$ cat src/common/asrc_consts.svh
// timing constants and widths for the async sram port controller
`ifndef ASRC_CONSTS_SVH
`define ASRC_CONSTS_SVH
`define ASRC_CLK_NS 40
`define ASRC_ADDR_W 15
`define ASRC_DATA_W 8
// slow grade figures, ns
`define ASRC_T_RC_NS 70
`define ASRC_T_AA_NS 70
`define ASRC_T_OE_NS 50
`define ASRC_T_CW_NS 70
`define ASRC_T_AW_NS 70
`define ASRC_T_WP_NS 50
`define ASRC_T_DW_NS 30
`define ASRC_T_CHZ_NS 35
`define ASRC_T_OHZ_NS 30
`define ASRC_T_RCV_NS 70
// least times round up to whole cycles
`define ASRC_CYC(ns) (((ns) + `ASRC_CLK_NS - 1) / `ASRC_CLK_NS)
`define ASRC_RD_CYC `ASRC_CYC(`ASRC_T_RC_NS)
`define ASRC_WR_CYC `ASRC_CYC(`ASRC_T_CW_NS)
`define ASRC_HZ_CYC `ASRC_CYC(`ASRC_T_CHZ_NS)
`define ASRC_RCV_CYC `ASRC_CYC(`ASRC_T_RCV_NS)
`define ASRC_CNT_W 3
`endif

$ cat src/common/asrc_pkg.sv
// types for the async sram port controller
`include "asrc_consts.svh"
package asrc_pkg;
  typedef enum logic [2:0] {
    ASRC_IDLE, ASRC_RD, ASRC_WR, ASRC_WREND, ASRC_TURN, ASRC_RETAIN, ASRC_RECOVER
  } asrc_state_e;
  typedef struct packed {
    logic selN;
    logic strobeN;
    logic driveN;
  } asrc_ctl_s;
endpackage

$ cat src/asrc_host.sv
// host controller driving an async 32k x 8 sram port
// Rules the memory and this block keep
// RL1 - chip select high keeps memory deselected
// RL2 - select without strobes leaves lines floating
// RL3 - select plus drive enable returns read byte
// RL4 - select plus write strobe stores the byte
// RL5 - fifteen address bits pick one byte
// RL6 - wait full read cycle before sampling data
// RL7 - drive enable access time bounds data valid
// RL8 - memory drives no earlier than after select
// RL9 - memory drives no earlier than after enable
// RL10 - release after deselect within 35 ns
// RL11 - release after drive enable within 30 ns
// RL12 - old data held briefly after address change
// RL13 - write strobe high while address changes
// RL14 - write ends at first rising strobe
// RL15 - select after strobe keeps memory floating
// RL16 - select low long enough for write
// RL17 - address stable long before write ends
// RL18 - data set up before and held after end
// RL19 - memory releases lines after strobe falls
// RL20 - memory drives late after write end
// RL21 - never fight memory output on the lines
// RL22 - deselect before retention, wait after recovery
// RL23 - minimums counted in whole clocks rounded up
`timescale 1ns/10ps
module asrc_host
  import asrc_pkg::*;
(
  input wire logic clk,
  input wire logic rst_n,
  input wire logic reqValid,
  input wire logic reqWrite,
  input wire logic [`ASRC_ADDR_W-1:0] reqAddr,
  input wire logic [`ASRC_DATA_W-1:0] reqData,
  input wire logic retainReq,
  output logic reqReady,
  output logic rdValid,
  output logic [`ASRC_DATA_W-1:0] rdData,
  output logic retainAck,
  output asrc_ctl_s memCtl,
  output logic [`ASRC_ADDR_W-1:0] wordAddress,
  output logic [`ASRC_DATA_W-1:0] dataLinesOut,
  output logic dataLinesOe,
  input wire logic [`ASRC_DATA_W-1:0] dataLinesIn
);
  asrc_state_e state_ff, nxt_state;
  logic [`ASRC_CNT_W-1:0] cnt_ff, nxt_cnt;
  asrc_ctl_s ctl_ff, nxt_ctl;
  logic [`ASRC_ADDR_W-1:0] addr_ff, nxt_addr;
  logic [`ASRC_DATA_W-1:0] wdat_ff, nxt_wdat, rdat_ff, nxt_rdat;
  logic oe_ff, nxt_oe, rdv_ff, nxt_rdv, rdy_ff, nxt_rdy, rack_ff, nxt_rack;
  logic [`ASRC_DATA_W-1:0] dqSync1_ff, dqSync2_ff;
  logic [1:0] rdPipe_ff, nxt_rdPipe;

  function automatic logic [`ASRC_CNT_W-1:0] cyc(input int n);
    cyc = `ASRC_CNT_W'(n);
  endfunction

  // all strobes high: memory deselected and floating
  function automatic asrc_ctl_s ctlOff();
    ctlOff = '{selN: 1'b1, strobeN: 1'b1, driveN: 1'b1};
  endfunction

  // selected with output drive on, write strobe high
  function automatic asrc_ctl_s ctlRead();
    ctlRead = '{selN: 1'b0, strobeN: 1'b1, driveN: 1'b0};
  endfunction

  // select and strobe low together, output drive off
  function automatic asrc_ctl_s ctlWrite();
    ctlWrite = '{selN: 1'b0, strobeN: 1'b0, driveN: 1'b1};
  endfunction

  // request and phase decode
  wire logic cntDone = (cnt_ff == '0);
  wire logic takeReq = rdy_ff && reqValid && !retainReq;
  wire logic takeRead = takeReq && !reqWrite;
  wire logic takeWrite = takeReq && reqWrite;
  // first write cycle: address and data settle before the strobe falls
  wire logic wrSetup = ctl_ff.selN;
  wire logic capture = rdPipe_ff[1];

  // next state and next pin values
  always_comb begin
    nxt_state = state_ff;
    nxt_cnt = cntDone ? cnt_ff : cnt_ff - cyc(1);
    nxt_ctl = ctl_ff;
    nxt_addr = addr_ff;
    nxt_wdat = wdat_ff;
    nxt_rdat = rdat_ff;
    nxt_oe = oe_ff;
    nxt_rdv = 1'b0;
    nxt_rdy = 1'b0;
    nxt_rack = rack_ff;
    nxt_rdPipe = {rdPipe_ff[0], 1'b0};
    case (state_ff)
      ASRC_IDLE: begin
        // ready drops the cycle after a take
        nxt_rdy = ~retainReq && ~takeReq;
        nxt_ctl = ctlOff(); // [RL1] [RL2]
        if (retainReq) begin
          nxt_state = ASRC_RETAIN; // [RL22]
        end else if (takeWrite) begin
          // address and data settle one cycle with strobe high
          nxt_addr = reqAddr; // [RL5] [RL13]
          nxt_wdat = reqData;
          nxt_oe = 1'b1; // memory deselected here, nothing to fight [RL21]
          nxt_cnt = cyc(`ASRC_WR_CYC); // [RL16] [RL17] [RL18] [RL23]
          nxt_state = ASRC_WR;
        end else if (takeRead) begin
          nxt_addr = reqAddr; // [RL5]
          nxt_oe = 1'b0;
          nxt_ctl = ctlRead(); // [RL3]
          nxt_cnt = cyc(`ASRC_RD_CYC - 1); // [RL6] [RL7] [RL23]
          nxt_state = ASRC_RD;
        end
      end
      ASRC_RD: begin
        if (cntDone) begin
          // two sync stages lie between pin and capture
          nxt_rdPipe = {rdPipe_ff[0], 1'b1}; // [RL6]
          nxt_state = ASRC_TURN;
          nxt_cnt = cyc(`ASRC_HZ_CYC + 1);
        end
      end
      ASRC_WR: begin
        if (wrSetup) begin
          // strobe falls with select: memory stays floating [RL15] [RL21]
          nxt_ctl = ctlWrite(); // [RL4] [RL14]
        end else if (cntDone) begin
          nxt_ctl.strobeN = 1'b1; // [RL14]
          nxt_state = ASRC_WREND;
        end
      end
      ASRC_WREND: begin
        // data held one cycle after strobe rises [RL18]
        nxt_ctl.selN = 1'b1;
        nxt_oe = 1'b0; // [RL21]
        nxt_rdy = 1'b1;
        nxt_state = ASRC_IDLE;
      end
      ASRC_TURN: begin
        // release select and enable, wait for memory to float [RL10] [RL11] [RL12]
        nxt_ctl = ctlOff();
        if (cntDone) begin
          nxt_rdy = 1'b1; // [RL21]
          nxt_state = ASRC_IDLE;
        end
      end
      ASRC_RETAIN: begin
        // ack follows the parked pins by one cycle
        nxt_rack = 1'b1;
        if (!retainReq) begin
          nxt_rack = 1'b0;
          nxt_cnt = cyc(`ASRC_RCV_CYC); // [RL22]
          nxt_state = ASRC_RECOVER;
        end
      end
      ASRC_RECOVER: begin
        // one full read cycle before the next access [RL22]
        if (cntDone) begin
          nxt_rdy = 1'b1;
          nxt_state = ASRC_IDLE;
        end
      end
      default: begin
        nxt_state = ASRC_IDLE;
        nxt_ctl = ctlOff();
      end
    endcase
    if (capture) begin
      nxt_rdat = dqSync2_ff;
      nxt_rdv = 1'b1;
    end
  end

  // read bytes pass two flops; capture waits for both
  always_ff @(posedge clk) begin
    dqSync1_ff <= dataLinesIn;
    dqSync2_ff <= dqSync1_ff;
  end

  // state and pin registers, reset synchronously
  always_ff @(posedge clk) begin
    if (!rst_n) begin
      state_ff <= ASRC_IDLE;
      cnt_ff <= '0;
      ctl_ff <= '{selN: 1'b1, strobeN: 1'b1, driveN: 1'b1}; // [RL1]
      addr_ff <= '0;
      wdat_ff <= '0;
      rdat_ff <= '0;
      oe_ff <= 1'b0;
      rdv_ff <= 1'b0;
      rdy_ff <= 1'b0;
      rack_ff <= 1'b0;
      rdPipe_ff <= '0;
    end else begin
      state_ff <= nxt_state;
      cnt_ff <= nxt_cnt;
      ctl_ff <= nxt_ctl;
      addr_ff <= nxt_addr;
      wdat_ff <= nxt_wdat;
      rdat_ff <= nxt_rdat;
      oe_ff <= nxt_oe;
      rdv_ff <= nxt_rdv;
      rdy_ff <= nxt_rdy;
      rack_ff <= nxt_rack;
      rdPipe_ff <= nxt_rdPipe;
    end
  end

  // every output straight from a register
  assign memCtl = ctl_ff;
  assign wordAddress = addr_ff;
  assign dataLinesOut = wdat_ff;
  assign dataLinesOe = oe_ff;
  assign reqReady = rdy_ff;
  assign rdValid = rdv_ff;
  assign rdData = rdat_ff;
  assign retainAck = rack_ff;
endmodule

$ cat config.mk
export PLATFORM = sky130hd
export DESIGN_NAME = asrc_host
export DESIGN_NICKNAME = d
export VERILOG_FILES = /design/src/common/asrc_pkg.sv /design/src/asrc_host.sv
export VERILOG_INCLUDE_DIRS = /design/src /design/src/common
export SDC_FILE = /design/constraint.sdc
export NUM_CORES = 1
export LEC_CHECK = 0
export BUFFER_PORTS_ARGS = -buffer_cell sky130_fd_sc_hd__buf_2
export CORE_MARGIN = 2
export CORE_UTILIZATION = 45
export CTS_BUF_LIST = sky130_fd_sc_hd__clkbuf_8
export DETAILED_ROUTE_END_ITERATION = 10
export PLACE_DENSITY = 0.71
export SETUP_SLACK_MARGIN = 0.02
export SYNTH_ARGS = -nofsm -noshare
export SYNTH_HDL_FRONTEND = slang
export SYNTH_SLANG_ARGS = --single-unit
$ cat constraint.sdc
create_clock -name clk -period 2.05 [get_ports clk]
set_clock_uncertainty 0.2 [all_clocks]
set_input_delay 0.1025 -clock clk [delete_from_list [all_inputs] [get_ports clk]]
set_output_delay 0.1025 -clock clk [all_outputs]
set_load 0.01 [all_outputs]
==> summary.md, run 1 <==
| Metric | Value |
|---|---|
| GRT Overall Usage | around a fifth |
| Placement Rows | 26 |
| Synth top area share | 50.6% |
| Core ar. | 0.00517 sq mm |
| Final wirelength | 5.56 mm |
| Fillers | 422 |
| Fin crit share | between 90% and 100% |
| CTS max path bufs | 2 |
| Type of destination of the critical path | register |
| Sequential share of the synthesized area | a little over 50% |
| Slew HR | between 60% and 70% |
| Iter 0 DRT Violations | 87 |
| Clock Pin Slew Worst Setup and Hold Paths | 0.07 ns |
| Clock Sinks | 62 |
| Post-Synthesis Cell Area | 0.00245 sq mm |
| Maximum vdd drop | 804 uV |
| PwrDens | ~1100 mW/mm^2 |
| Synth Instances | 252 |
| Post-synth EDFFs | 0 |
| Largest net degree at the start of global routing | 18 |
| Lkg Pwr | 1.51 nW |
| Final setup violating endpoints | 0 |
| Starting density of the core | 47.4% |
| Top FF cell, synth | dfxtp_1 |
| Hold WC Path Type | register to register |
| Least-Margin Pin Slew | 0.531 ns |
| Yosys reg bits | 62 |
| Ys async rst share | 0% |
| WL/cell | 12.7 microns |
| RSZ-0062 raised after global routing | false |
| Clock period minus worst slack | 1.89 ns |
| TritonRoute pass-1 iters | 4 |
| Number of CTS-inserted buffers | 9 |
| I/O Buffers | 73 |
| Cell taking the most area after synthesis | dfxtp_1 |
| GRT overflow | 0 |
| IO Pins | 74 |
| Die span in x | 77.8 microns |
| Post-DRT Antenna Nets | 0 |
| Final design utilization | 66.4% |
| Setup ws final | between 0.15 and 0.2 ns |
| GPL Wtd Cong | 0.784 |
| Maximum capacitance violations | 0 |
| Fin nets | 400 |
| Outcome | completed |
| Distinct cells, synth | 44 |
| Die Area | 0.00605 sq mm |
| Total number of yosys warnings | 0 |
| R2R Setup Slk | 0.16 ns |
| DRC | 0 |
| Syn nets | 291 |
| Layout area overhead | 40.0% |
| CP Data Required Time | 2.08 ns |
| CTS tree | yes |
| Synth top area cells | dfxtp_1 (51%), a21boi_1 (7.7%), nand2_1 (7.4%) |
| Ant diodes | 0 |
| Global-route wire length before repair | approximately 9.3 mm |
| Mean Syn Cell Area | 9.73 sq um |
| Slew Limit Fails | 0 |
| Top fanout value on the critical path | 14 |
| Initial antenna violation count | 0 |
| Layout cells sized above 1 | 29.8% |
| Root cell of the clock tree | clkbuf_8 |
| Pre-CTS setup slack | 0.152 ns |
| Startpoint class of the critical path | register |
| Post-DR vias/cell | 4.88 |
| Fmax | 530 MHz |
| Vias | 2126 |
| Setup TNS | 0 ns |
| Vias in the first global route | 2087 |
| Hold Vio Cnt, Final | 0 |
| Setup bufs post-CTS | 0 |
| Worst-Skew Late Latency | between 0.3 and 0.4 ns |
| Die span in y | 77.8 microns |
| CTS H-tree lvls | 3 |
| Setup Crit Path Kind | register to register |
| HPWL Detailed | 3.49 mm |
| Pwr Total | 3.88 mW |
| CP arrival | 1.92 ns |
## worst max-delay path: stages (launching register included)
cell	delay [ns]
dfxtp_1	0.66
and3_1	0.24
a31oi_1	0.06
o221a_4	0.29
nor3b_2	0.15
o21a_1	0.18
## cells in the final DEF (no fill, tap or decap), types with 4 or more instances in the layout
| cell type | netlist | layout |
|---|---|---|
| nor2_1 | 8 | 8 |
| a21boi_1 | 25 | 25 |
| nand2_1 | 48 | 48 |
| o21a_1 | 5 | 5 |
| inv_1 | 4 | 4 |
| dlygate4sd3_1 | 0 | 35 |
| mux2i_1 | 9 | 9 |
| dfxtp_1 | 62 | 61 |
| buf_2 | 3 | 73 |
| buf_4 | 4 | 10 |
| clkbuf_8 | 0 | 9 |
| nand3_1 | 10 | 10 |
| a21oi_1 | 9 | 9 |
| nor2b_1 | 9 | 9 |
## layer usage
metal	vias up	global-route usage, %	share of wire, %	wire length (microns)
li1	1073	-	-	-
met2	68	32.8	51	2820
met3	8	4.77	6.5	361
met5	-	0	0	0
met4	0	10.4	1.4	80
met1	977	22.4	41	2300
## through the flow
stage	std cells	instance area [sq um]	hold WS (ns)
floorplan	252	2450	-0.0698
detailed placement	385	2830	0.00607
CTS	436	3430	0.128
global route	436	3430	0.129
finish	436	3430	0.127
global placement	385	2830	0.00454
## sequential cells by signal, summed over array words and instances (netlist names), 2 cells and up
signal	count
wordAddress	15
dataLinesOut	8
dqSync1_ff	8
memCtl	2
state_ff	3
rdPipe_ff	2
dqSync2_ff	8
cnt_ff	3
rdData	8
## Yosys cell counts (all sizes together), types with 2 or more instances
| master | n |
|---|---|
| and2 | 2 |
| dfxtp | 62 |
| a211oi | 2 |
| nand2 | 48 |
| nor3 | 3 |
| buf | 14 |
| clkbuf | 6 |
| a31oi | 2 |
| o21a | 5 |
| a21boi | 25 |
| inv | 5 |
| nor2b | 10 |
| nor2 | 9 |
| ha | 3 |
| nand3 | 11 |
| o21ai | 5 |
| and3 | 3 |
| o311a | 2 |
| a21oi | 9 |
| and2b | 2 |
| mux2i | 9 |
## timing repair
| action | CTS | global route |
|---|---|---|
| hold buffers | 35 | 0 |
| gates resized for setup | 0 | 1 |
| setup endpoints to repair | 0 | 6 |
| hold endpoints to repair | 39 | 0 |
## worst paths after layout
kind,start,end,depth (start not counted)
setup / recovery,state_ff[2],state_ff[2],5
hold / removal,dqSync1_ff[3],dqSync2_ff[3],0
setup reg to reg,state_ff[2],state_ff[2],5
hold reg to reg,dqSync1_ff[3],dqSync2_ff[3],0
## power by group
part           leakage (nW)  total [mW]  internal [mW]  switching, mW
clock network         0.127        1.34          0.829          0.510
registers             0.508        1.47           1.33          0.146
logic                 0.878        1.07          0.528          0.542
## layout make-up
cell class / instances / area [sq um] / share of cell area (%)
Clock inverter: 7 / 128 / 3.72
Tap cell: 70 / 87.6 / 2.55
Inverter: 5 / 18.8 / 0.547
Sequential cell: 62 / 1240 / 36.2
Clock buffer: 9 / 124 / 3.61
Multi-Input combinational cell: 165 / 1040 / 30.3
Timing Repair Buffer: 118 / 791 / 23.0
## cell families (layout without fill, tap and decap cells)
family	after synthesis	in the layout	share of synthesized area, %
compound gates	58	58	17.4
fa+ha+maj	3	3	1.53
buf+inv	25	139	6.89
flops	62	62	50.6
mux	10	10	4.13
simple gates	94	94	19.4
Power figures use the tool's default switching activity.
==> run 2, diff against run 1 <==
Settings changed: CORE_ASPECT_RATIO set to 0.7.
==> summary.md, run 2 (same netlist as run 1, synthesis figures left out) <==
| Metric | Value |
|---|---|
| Fillers | 447 (+5.9%) |
| Type of destination of the critical path | register |
| Reg-to-Reg End | wordAddress[11] |
| Layout cells sized above 1 | 30.0% (+0.19 points) |
| Worst-Skew Late Latency | 0.33 ns (about the same) |
| Worst hold slack | 0.0660 ns (-0.0612 ns) |
| CP arrival | 1.96 ns (+0.04 ns) |
| Top fanout value on the critical path | 15 (+1) |
| Vias | 2119 (-0.33%) |
| Initial antenna violation count | 0 (unchanged) |
| Worst hold endpoint | memCtl[0] |
| IO Pins | 74 (unchanged) |
| Hold Crit Depth | 2 (+2) |
| Maximum vdd drop | 568 uV (-29%) |
| R2R Setup Slk | 0.19 ns (+0.03 ns) |
| Iter 0 DRT Violations | 129 (+48%) |
| Most frequent cells in the layout | buf_2 (73), dfxtp_1 (62), nand2_1 (48) |
| Final setup violating endpoints | 0 (unchanged) |
| Least-Margin Pin Slew | 0.597 ns (+0.0656 ns) |
| Fin nets | 401 (+0.25%) |
| Register Area | 0.00124 sq mm (-0.10%) |
| Ant diodes | 0 (unchanged) |
| Placed insts | 389 (+1.0%) |
| Clock period minus worst slack | 1.90 ns (+0.0110 ns) |
| CTS max path bufs | 2 (unchanged) |
| Slew HR | 60.2% (-4.3 points) |
| Core ar. | 0.00526 sq mm (+1.6%) |
| Maximum capacitance violations | 0 (unchanged) |
| Hold WC Path Type | input port to register |
| Setup TNS | 0 ns (unchanged) |
| Final instance count without filler cells | 439 (+0.69%) |
| I/O Buffers | 73 (unchanged) |
| Max reg flops | 15 (unchanged) |
| Vias in the first global route | 1989 (-4.7%) |
| Starting density of the core | 46.6% (-0.77 points) |
| PwrDens | 1050 mW/mm^2 (-6.8%) |
| Post-DRT Antenna Nets | 0 (unchanged) |
| Post-DR vias/cell | 4.83 (-1.0%) |
| Fmax | 527 MHz (-0.58%) |
| Area post-placement | 0.00285 sq mm (+0.62%) |
| Final instance area | 0.00337 sq mm (-1.9%) |
| Clock Sinks | 62 (unchanged) |
| RSZ-0062 raised after global routing | false |
| Multi-input gate area | 0.00104 sq mm (unchanged) |
| WL/cell | 12.8 microns (+0.46%) |
| Slew Limit Fails | 0 (unchanged) |
| Global-route wire length before repair | 9.16 mm (-1.8%) |
| DRC | 0 (unchanged) |
| Hold path startpoint | rst_n |
| CP Data Required Time | 2.11 ns (+0.03 ns) |
| Die span in y | 65.8 microns (-15%) |
| GRT Overall Usage | 19.9% (+0.49 points) |
| Outcome | completed |
| Die Area | 0.00606 sq mm (+0.15%) |
| Most common cell after layout, fill and taps aside | buf_2 |
| Pwr Total | 3.55 mW (-8.5%) |
| TritonRoute pass-1 iters | 4 (unchanged) |
| Lkg Pwr | 1.49 nW (-1.8%) |
| Reg2Reg Depth | 5 (unchanged) |
| GPL Wtd Cong | 0.840 (+7.2%) |
| Fin crit share | 92.6% (+0.54 points) |
| Final wirelength | 5.62 mm (+1.2%) |
| Worst R2R Start | state_ff[2] |
| Startpoint class of the critical path | input port |
| Layout area overhead | 37.4% |
| HPWL Detailed | 3.49 mm (about the same) |
| CTS H-tree lvls | 3 (unchanged) |
| CTS tree | yes |
| Setup Crit Path Kind | input port to register |
| Number of CTS-inserted buffers | 9 (unchanged) |
| Placement Rows | 22 (-15%) |
| Largest net degree at the start of global routing | 39 (+21) |
| Hold Vio Cnt, Final | 0 (unchanged) |
| Setup bufs post-CTS | 0 (unchanged) |
| Root cell of the clock tree | clkbuf_8 |
| GRT overflow | 0 (unchanged) |
| Die span in x | 92.2 microns (+19%) |
| Clock Pin Slew Worst Setup and Hold Paths | 0.07 ns (about the same) |
[run 2: cell count changes in the layout (fill, tap and decap cells not counted), sizes merged]
cell,previous run,this run
dlygate4sd3,35,34
clkbuf,9,10
inv,9,7
buf,83,85
bufinv,3,0
clkinv,0,3
clkinvlp,0,1
[run 2: area by class of cell]
| type | instances | area share, % |
|---|---|---|
| flip-flops and latches | 62 | 36.8 |
| multi-input cells | 165 | 30.9 |
| repair buffers | 119 | 23.6 |
| clock buffers | 10 | 4.09 |
| well taps | 72 | 2.67 |
| clock inverters | 6 | 1.30 |
| inverters | 5 | 0.557 |
[run 2: where the power goes]
group          switching [mW]  total, mW  internal, mW
combinational           0.578       1.13         0.549
sequential              0.130       1.46          1.33
clock                   0.490      0.967         0.477
total                    1.20       3.55          2.35
[run 2: worst max-delay path by stage]
stage,start,to,slack [ns],depth (start not counted)
6_report,retainReq,wordAddress[11],0.15,7
5_1_grt,state_ff[2],state_ff[1],0.03,5
4_1_cts,retainReq,wordAddress[11],0.17,7
3_5_place_dp,cnt_ff[1],state_ff[2],0.21,7
3_3_place_gp,cnt_ff[1],state_ff[2],0.24,7
2_1_floorplan,cnt_ff[1],state_ff[2],0.37,8
[run 2: what timing repair did]
action                                 CTS  global route
hold buffers                            34             0
endpoints found under the hold margin   36             0
gates resized for setup                  0             0
[run 2: routing by layer]
layer  global-route usage, %  vias to the layer above  part of all wire (%)
met5                       0                        -                     0
met4                    7.28                        0                   1.3
met3                    7.91                        8                   5.6
met2                    31.1                       72                    44
met1                    25.0                      966                    49
li1                        -                     1073                     -
[run 2: through the flow]
step                util (%)  setup slack (ns)
floorplan                  -             0.374
global placement        54.1             0.245
detailed placement      54.1             0.208
CTS                     64.1             0.169
global route            64.1            0.0302
finish                  64.1             0.152
[run 2: worst max-delay path, stage by stage]
cell and delay [ns]:
dlygate4sd3_1 0.53, buf_2 0.20, nor4_4 0.51, and2b_1 0.19, buf_4 0.20, nand2_1 0.08
a21boi_1 0.13
